### config.mk
export PLATFORM = sky130hd
export DESIGN_NAME = zcd_top
export DESIGN_NICKNAME = d
export VERILOG_FILES = /design/src/logic/zcd_edge.v /design/src/logic/zcd_sync.v /design/src/logic/zcd_top.v
export VERILOG_INCLUDE_DIRS = /design/src /design/src/logic
export SDC_FILE = /design/constraint.sdc
export NUM_CORES = 1
export LEC_CHECK = 0
export ABC_AREA = 1
export BUFFER_PORTS_ARGS = -buffer_cell sky130_fd_sc_hd__buf_2
export CAP_MARGIN = 20
export CORE_AREA = 2 2 58 60
export CTS_CLUSTER_DIAMETER = 50
export CTS_CLUSTER_SIZE = 12
export DETAILED_ROUTE_END_ITERATION = 10
export DIE_AREA = 0 0 60 62
export PLACE_DENSITY_LB_ADDON = 0.05
export SYNTH_ARGS = -nofsm -noshare
export SYNTH_HDL_FRONTEND = slang
export SYNTH_SLANG_ARGS = --single-unit
export TNS_END_PERCENT = 30
### constraint.sdc
create_clock -name clk_sys -period 1.33 [get_ports clk_sys]
set_clock_uncertainty 0.15 [all_clocks]
set_input_delay 0.266 -clock clk_sys [delete_from_list [all_inputs] [get_ports clk_sys]]
set_output_delay 0.266 -clock clk_sys [all_outputs]
set_load 0.02 [all_outputs]
### src/logic/zcd_defs.vh
`ifndef ZCD_DEFS_VH
`define ZCD_DEFS_VH
// ==========================================================
// register map (byte addresses, one word each)
`define ZCD_ADDR_CONTROL 12'h000
`define ZCD_ADDR_FLAG 12'h004
`define ZCD_ADDR_UNMASK 12'h008
`define ZCD_ADDR_WIDTH 12
// ==========================================================
// control register fields
`define ZCD_BIT_SWITCH_ON 7
`define ZCD_BIT_LOGIC 5
`define ZCD_BIT_INVERT 4
`define ZCD_BIT_RISE_ARM 1
`define ZCD_BIT_FALL_ARM 0
// flag / unmask register fields
`define ZCD_BIT_FLAG 0
// ==========================================================
// reset values
`define ZCD_RST_INVERT 1'b0
`define ZCD_RST_ARM 1'b0
`define ZCD_RST_UNMASK 1'b0
`define ZCD_RST_FLAG 1'b0
`define ZCD_SYNC_STAGES 2
`endif

### src/logic/zcd_edge.v
`timescale 1ns/1ps
`default_nettype none
// ==========================================================
// rising and falling edge detectors on the logic level
module zcd_edge (
   input wire clk_sys,
   input wire rst_b,
   input wire clk_en,
   input wire level_in,
   output wire rise_pulse,
   output wire fall_pulse
);
   reg prev_reg;
   reg primed_reg;

   // previous level; primed avoids a spurious edge after reset
   always @(posedge clk_sys or negedge rst_b) begin
      if (!rst_b) begin
         prev_reg <= 1'b0;
         primed_reg <= 1'b0;
      end else if (clk_en) begin
         prev_reg <= level_in;
         primed_reg <= 1'b1;
      end
   end

   assign rise_pulse = clk_en & primed_reg & level_in & ~prev_reg;
   assign fall_pulse = clk_en & primed_reg & ~level_in & prev_reg;
endmodule
`default_nettype wire

### src/logic/zcd_sync.v
`timescale 1ns/1ps
`default_nettype none
// ==========================================================
// two-flop synchroniser for the raw comparator level
module zcd_sync (
   input wire clk_sys,
   input wire rst_b,
   input wire clk_en,
   input wire async_in,
   output wire sync_out
);
   reg meta_reg;
   reg sync_reg;

   // first stage feeds only the second stage
   always @(posedge clk_sys or negedge rst_b) begin
      if (!rst_b) begin
         meta_reg <= 1'b0;
         sync_reg <= 1'b0;
      end else if (clk_en) begin
         meta_reg <= async_in;
         sync_reg <= meta_reg;
      end
   end

   assign sync_out = sync_reg;
endmodule
`default_nettype wire

### src/logic/zcd_top.v
// Local design decisions: the APB interface to the registers and the placing of the registers.
`timescale 1ns/1ps
`default_nettype none
`include "zcd_defs.vh"
// Function
// [RQ1] logic level is raw sink indication, inverted when invert is set
// [RQ2] invert set: level high while sourcing, low while sinking
// [RQ3] invert clear: level high while sinking, low while sourcing
// [RQ4] inversion acts even while the detector is switched off
// [RQ5] separate rising and falling edge detectors watch the logic level
// [RQ6] flag set by a detector edge only when its arm bit is set
// [RQ7] control bit 1 arms rising edges, bit 0 arms falling edges
// [RQ8] software needs unmask, peripheral and global gates plus an arm
// [RQ9] an invert change is a level change and may set the flag
// [RQ10] only software clears the flag; hardware never clears it
// [RQ11] armed edge in the clearing cycle wins; flag stays set
// [RQ12] detection, flag and drive keep running in sleep
// [RQ13] default-off config clear: switch-on bit resets to one
// [RQ14] default-off config set: software must write switch-on
// [RQ15] control bit 7 set enables detection and forces pin drive
// [RQ16] control bit 7 clear returns pin to normal pin controls
// [RQ17] logic level read at control bit 5, read only
// [RQ18] invert is read/write bit 4, reset zero
// [RQ19] control bits 6, 3, 2 read zero and ignore writes
// [RQ20] raw comparator input passes a two-flop synchroniser
module zcd_top (
   input wire clk_sys,
   input wire rst_b,
   input wire clk_en,
   input wire zc_default_off_cfg,
   input wire sleep_mode,
   input wire raw_sink_active,
   input wire psel,
   input wire penable,
   input wire pwrite,
   input wire [11:0] paddr,
   input wire [31:0] pwdata,
   input wire [3:0] pstrb,
   output reg [31:0] prdata,
   output wire pready,
   output wire pslverr,
   output reg detector_switch_on,
   output reg zc_logic_signal,
   output reg zc_irq_flag,
   output reg zc_irq_unmask,
   output wire zc_irq_request
);
   // ==========================================================
   // control state
   reg output_invert;
   reg rise_irq_arm;
   reg fall_irq_arm;
   reg cfg_taken_reg;
   wire raw_sync;
   wire rise_pulse;
   wire fall_pulse;
   wire level_next;
   wire apb_access;
   wire wr_en;
   wire sel_ctrl;
   wire sel_flag;
   wire sel_unmask;
   wire addr_ok;
   wire flag_set;
   wire flag_clr;
   wire [7:0] ctrl_read;

   // ==========================================================
   // synchroniser and edge detectors
   zcd_sync u_sync (
      .clk_sys(clk_sys),
      .rst_b(rst_b),
      .clk_en(clk_en),
      .async_in(raw_sink_active),
      .sync_out(raw_sync)
   ); // RQ20

   // polarity applied whatever the switch-on bit says
   assign level_next = raw_sync ^ output_invert; // RQ1 RQ2 RQ3 RQ4 RQ9

   // level register; sleep has no effect on it
   always @(posedge clk_sys or negedge rst_b) begin
      if (!rst_b) begin
         zc_logic_signal <= 1'b0;
      end else if (clk_en) begin
         zc_logic_signal <= level_next; // RQ12
      end
   end

   zcd_edge u_edge (
      .clk_sys(clk_sys),
      .rst_b(rst_b),
      .clk_en(clk_en),
      .level_in(zc_logic_signal),
      .rise_pulse(rise_pulse),
      .fall_pulse(fall_pulse)
   ); // RQ5

   // ==========================================================
   // apb slave decode, zero wait states
   assign apb_access = psel & penable & clk_en;
   assign wr_en = apb_access & pwrite & pstrb[0];
   assign sel_ctrl = (paddr == `ZCD_ADDR_CONTROL);
   assign sel_flag = (paddr == `ZCD_ADDR_FLAG);
   assign sel_unmask = (paddr == `ZCD_ADDR_UNMASK);
   assign addr_ok = sel_ctrl | sel_flag | sel_unmask;
   assign pready = 1'b1;
   assign pslverr = psel & penable & ~addr_ok;

   // control read image, unimplemented bits zero
   assign ctrl_read = {detector_switch_on, 1'b0, zc_logic_signal,
      output_invert, 2'b00, rise_irq_arm, fall_irq_arm}; // RQ17 RQ19

   // ==========================================================
   // control and unmask register writes
   always @(posedge clk_sys or negedge rst_b) begin
      if (!rst_b) begin
         output_invert <= `ZCD_RST_INVERT; // RQ18
         rise_irq_arm <= `ZCD_RST_ARM;
         fall_irq_arm <= `ZCD_RST_ARM;
         zc_irq_unmask <= `ZCD_RST_UNMASK;
      end else if (wr_en) begin
         if (sel_ctrl) begin
            output_invert <= pwdata[`ZCD_BIT_INVERT]; // RQ18
            rise_irq_arm <= pwdata[`ZCD_BIT_RISE_ARM]; // RQ7
            fall_irq_arm <= pwdata[`ZCD_BIT_FALL_ARM]; // RQ7
         end
         if (sel_unmask) begin
            zc_irq_unmask <= pwdata[`ZCD_BIT_FLAG];
         end
      end
   end

   // switch-on bit: reset value comes from the config strap
   // sampled on the first enabled clock after reset release
   always @(posedge clk_sys or negedge rst_b) begin
      if (!rst_b) begin
         detector_switch_on <= 1'b0;
         cfg_taken_reg <= 1'b0;
      end else if (clk_en) begin
         cfg_taken_reg <= 1'b1;
         if (!cfg_taken_reg) begin
            detector_switch_on <= ~zc_default_off_cfg; // RQ13 RQ14
         end else if (wr_en && sel_ctrl) begin
            detector_switch_on <= pwdata[`ZCD_BIT_SWITCH_ON]; // RQ15 RQ16
         end
      end
   end

   // ==========================================================
   // interrupt flag: set wins over software clear
   assign flag_set = (rise_pulse & rise_irq_arm) |
      (fall_pulse & fall_irq_arm); // RQ6 RQ7
   assign flag_clr = wr_en & sel_flag & ~pwdata[`ZCD_BIT_FLAG];

   always @(posedge clk_sys or negedge rst_b) begin
      if (!rst_b) begin
         zc_irq_flag <= `ZCD_RST_FLAG;
      end else if (clk_en) begin
         if (flag_set) begin
            zc_irq_flag <= 1'b1; // RQ11 RQ12
         end else if (flag_clr) begin
            zc_irq_flag <= 1'b0; // RQ10
         end
      end
   end

   // request to the core's gates; they live outside
   assign zc_irq_request = zc_irq_flag & zc_irq_unmask; // RQ8

   // ==========================================================
   // read data register
   always @(posedge clk_sys or negedge rst_b) begin
      if (!rst_b) begin
         prdata <= 32'h00000000;
      end else if (clk_en && psel && !penable && !pwrite) begin
         if (sel_ctrl) begin
            prdata <= {24'h000000, ctrl_read};
         end else if (sel_flag) begin
            prdata <= {31'h00000000, zc_irq_flag};
         end else if (sel_unmask) begin
            prdata <= {31'h00000000, zc_irq_unmask};
         end else begin
            prdata <= 32'h00000000;
         end
      end
   end

   // sleep leaves everything running; input kept for the port map
   wire unused_sleep = sleep_mode;
endmodule
`default_nettype wire

=== Yosys cells after proc, flatten, opt, wreduce, memory -nomap -nowiden ===
Index checks and enable logic that the tools add are counted.

* Eq/ne operators: 3
* Multiplexer cells: 7
* Bitwise gates (word level): 24
* Reductions and logical operators: 12

{| class="wikitable"
|+ Operators with widths
! kind !! number
|-
| bitwise AND 1 bit || 15
|-
| == test 12 x 3 -> 1 bit (second input constant) || 1
|-
| == test 12 x 4 -> 1 bit (second input constant) || 1
|-
| zero test 12 bit || 1
|-
| 2-to-1 mux 8 bit || 1
|-
| AND reduction 2 bit || 4
|-
| 2-to-1 mux 1 bit || 6
|-
| NOT 1 bit || 5
|-
| logical AND 1 bit || 4
|-
| OR 1 bit || 3
|-
| zero test 1 bit || 2
|-
| inequality test 2 x 1 -> 1 bit (second input constant) || 1
|-
| nonzero test 2 bit || 1
|-
| bitwise XOR 1 bit || 1
|}

* Bits in registers: 43
* Input bits: 57
* Output and inout bits: 39
* Logic and storage cells: 58

=== Depth between registers and ports, before layout ===
* Depth in word-level cells: 8
* Mapped depth: 8
* Mapped depth without buffers: 8

=== By module ===
Synthesis repeated with hierarchy kept, for this count alone.

* Cell total of the unflattened synthesis: 143
* Area, all modules: 1,132.3 um2

{| class="wikitable"
|+ Modules (own cells, without submodules)
! module !! instances !! cells an instance !! area each (um2) !! sequential area each (um2)
|-
| zcd_top || 1 || 120 || 958.4 || 325.3
|-
| zcd_edge || 1 || 14 || 97.6 || 50.0
|-
| zcd_sync || 1 || 9 || 76.3 || 50.0
|}

=== Least setup slack after synthesis ===
Ideal clock, no wire load.

* Kind: input to output
* Start point: input port paddr[7]
* End point: output port pslverr
* Data arrival time: 1,129 ps
* Required time: 914 ps
* Setup slack: -215 ps
* Stages on the path: 6
* Buffers on the path: 0
* Cell sequence: nor2_1 nand2_1 nor2_8 nand2_2 nand2_1 nor3_1

* Cells in the longest elaborated chain, start to end: 5
* Elaborated cells between the ends (all ways): 7
* Those cells by class: 2 x eq/ne; 4 x bitwise; 1 x reduce/logical

{| class="wikitable"
|+ RTL lines
! element !! RTL line !! RTL
|-
| from (decl) || zcd_top.v:36 || <nowiki>input wire [11:0] paddr,</nowiki>
|-
| == test 12 x 3 -> 1 bit (no source line) / zero test 12 bit (equally long branches) || - ||
|-
| OR 1 bit || zcd_top.v:106 || <nowiki>assign addr_ok = sel_ctrl | sel_flag | sel_unmask;</nowiki>
|-
| OR 1 bit * || zcd_top.v:106 ||
|-
| NOT 1 bit * || zcd_top.v:108 || <nowiki>assign pslverr = psel & penable & ~addr_ok;</nowiki>
|-
| bitwise AND 1 bit * || zcd_top.v:108 ||
|-
| to (decl) || zcd_top.v:41 || <nowiki>output wire pslverr,</nowiki>
|}

Every way passes the cells marked *; elsewhere a longest branch is shown, timed or not.

=== Final worst setup path ===
* Start point: input port paddr[0]
* End point: output port pslverr

Same word-level chain as after synthesis.

==> run metrics <==
outcome finished, violations left; failing checks setup timing; Vias/cell 4.01; post-synthesis cell type count 27; vias in the first global route 869; worst ir drop on vdd 412 uV; pin count of the biggest net entering global routing 17; sw frac 30.6%; fin crit period 1500 ps; most common cell after layout, fill and taps aside conb_1; final setup vio count 2; critical path data required time 910 ps; Rows 21; initial antenna violation count 0; H-Tree Depth 1; Crit Reg-Reg Endpoint prdata[0]; synthesized area 1090 um2; Hold Path Class in2reg; Yosys warnings 0; Clock Path Buffers 2; Net Sw Power 340 uW; global-route wire length before repair 3660 um; RR Startpoint zc_irq_flag; Max Slew Vio Count 0; setup slack, reg-to-reg 290 ps; P per Cell Area 728 nW/um2; Top Ports 96; Worst-Skew Late Latency 280 ps; hold_ws 43.0 ps; complex-gate fraction of the synthesized area 8.76%; most frequent cells in the layout conb_1 (28), nand2_1 (25), buf_2 (22); share of the synthesized area in the top cell type 36.9%; Post-Syn Area per Cell 8.17 um2; final RePlAce weighted congestion 0.703; Cell Int Power 769 uW; die width 60 um; CP max FO 2; fin cells 230; Final ANT Viol Nets 0; HPWL after DPL 1700 um; GRT overflow 0; fraction of layout cells with a size suffix above 1 42.9%; clock power share 28.7%; Port-buffer cells 35; Hold Path Depth 3; CORE AREA 3180 um2; DRC errors left 0; TritonCTS clock tree built; root buffer cell clkbuf_4; critical path capture point type primary output; setup slack after layout -170 ps; highest metal used met4; Clock Sinks 16; placed cells 222; Crit Path Category in2out; NumNets Final 242; Num CTS Buffers 3; FMAX 667 MHz; post-synthesis mux area share 0%; max reg flops 5; largest family of logic cells by synthesized area simple AND/OR/NAND/NOR gates; largest area contributor in the netlist dfrtp_1; reg2reg path depth 4; met3 WL 91 um; FF+latch count, synth 16; combinational share of power 24.5%; met2 WL 1220 um; Synth Area in Adders 0%; layout overhead on the synthesized area 40.2%; ant diodes 0; Die Y 62 um; top cells by area, synth dfrtp_1 (37%), buf_4 (19%), nand2_1 (9.3%), nor2_8 (3.7%), o21ai_1 (3.7%); gr usage total 13.2%; Die ar. 3720 um2; Post-Synth Simple-Gate Area 27.8%; static leakage 0.000849 uW; Min-Delay Endpoint u_sync.meta_reg; RSZ-0062 raised after global routing yes; Fin. Hold Viols 0; Clock Pin Slew Worst Setup and Hold Paths 90 ps; crit share post-route 113%; DR pass1 iterations 4; drt wl/cell 9.70 um; Biggest register prdata; Seq pwr share 46.8%; Crit path arrival time 1080 ps; Worst Hold Launch raw_sink_active; Initial Utilization 34.2%; Mapped Cells 133; number of max-cap violations 0; startpoint class of the critical path primary input; Initial DRC Count 19; via count 922; DRT met1 WL 902 um; final WL 2230 um; post-synthesis xor/xnor area fraction 0.806%; Seq/Total Area, Yosys 36.9%
==> power groups by stage <==
| stage | sequential [uW] | clock, uW | combinational (uW) |
|---|---|---|---|
| 2_1_floorplan | 534 | 0 | 201 |
| 3_3_place_gp | 527 | 0 | 221 |
| 3_5_place_dp | 527 | 0 | 224 |
| 4_1_cts | 518 | 337 | 259 |
| 5_1_grt | 522 | 364 | 301 |
| 6_report | 519 | 319 | 272 |
==> kinds of logic after synthesis <==
logic type | after synthesis
other cells | 2
xor+xnor | 1
flops | 16
simple gates | 55
compound gates | 17
buf+inv | 42
==> synth_stat cells <==
cell	n
dfrtp_1	16
nand3_2	1
nand4_1	1
xnor2_1	1
buf_6	1
o21ai_1	8
nor2_8	2
o31ai_1	3
nor3_1	1
o211ai_1	1
nor2_2	3
inv_4	1
nor2_1	7
conb_1	2
nand2_2	3
nor3_2	1
nand3_1	5
nand3b_1	1
a21oi_1	2
buf_4	28
nand2_1	27
inv_1	10
nand3_4	1
or2_4	1
inv_2	2
o21ai_0	3
or2_1	1
==> layer usage <==
metal	global-route usage [%]	vias up
met1	15.5	424
met4	5.08	0
met3	2.69	2
met2	23.8	29
met5	0	-
li1	-	467
==> worst max-delay path, stage by stage <==
cell	delay, ps
buf_6	90
nor2_4	150
nand3_4	100
nor3_4	260
nor3_4	70
buf_6	130
==> repair_timing <==
action,in CTS,in global routing
resized for setup,22,13
buffers inserted,2,1
setup endpoints to repair,3,5
pin swaps,10,9
hold buffers,1,0
hold endpoints to repair,16,0
==> worst max-delay path by stage <==
| stage | startpoint | end | slack, ps |
|---|---|---|---|
| floorplan | paddr[9] | pslverr | 20 |
| finish | paddr[0] | pslverr | -170 |
| global placement | paddr[1] | pslverr | -240 |
| detailed placement | paddr[1] | pslverr | -260 |
| CTS | paddr[4] | pslverr | -160 |
| global route | paddr[0] | pslverr | -190 |
==> final cells by class <==
class / count / area (um2)
Fill cell: 332 / 1660
Multi-Input combinational cell: 101 / 608
Sequential cell: 16 / 402
Timing Repair Buffer: 50 / 368
Tap cell: 46 / 57.6
Inverter: 13 / 51.3
Clock buffer: 4 / 36.3
==> metrics by stage <==
step	power, uW	setup TNS, ps	util, %	worst slack, ps	cell area (um2)
6_report	1110	-250	47.9	-170	1520
3_5_place_dp	751	-1320	41.0	-256	1300
4_1_cts	1110	-244	46.0	-160	1460
2_1_floorplan	735	0	-	16.6	1210
5_1_grt	1190	-361	47.9	-192	1520
3_3_place_gp	748	-1090	41.0	-241	1300
Power figures use the tool's default switching activity.
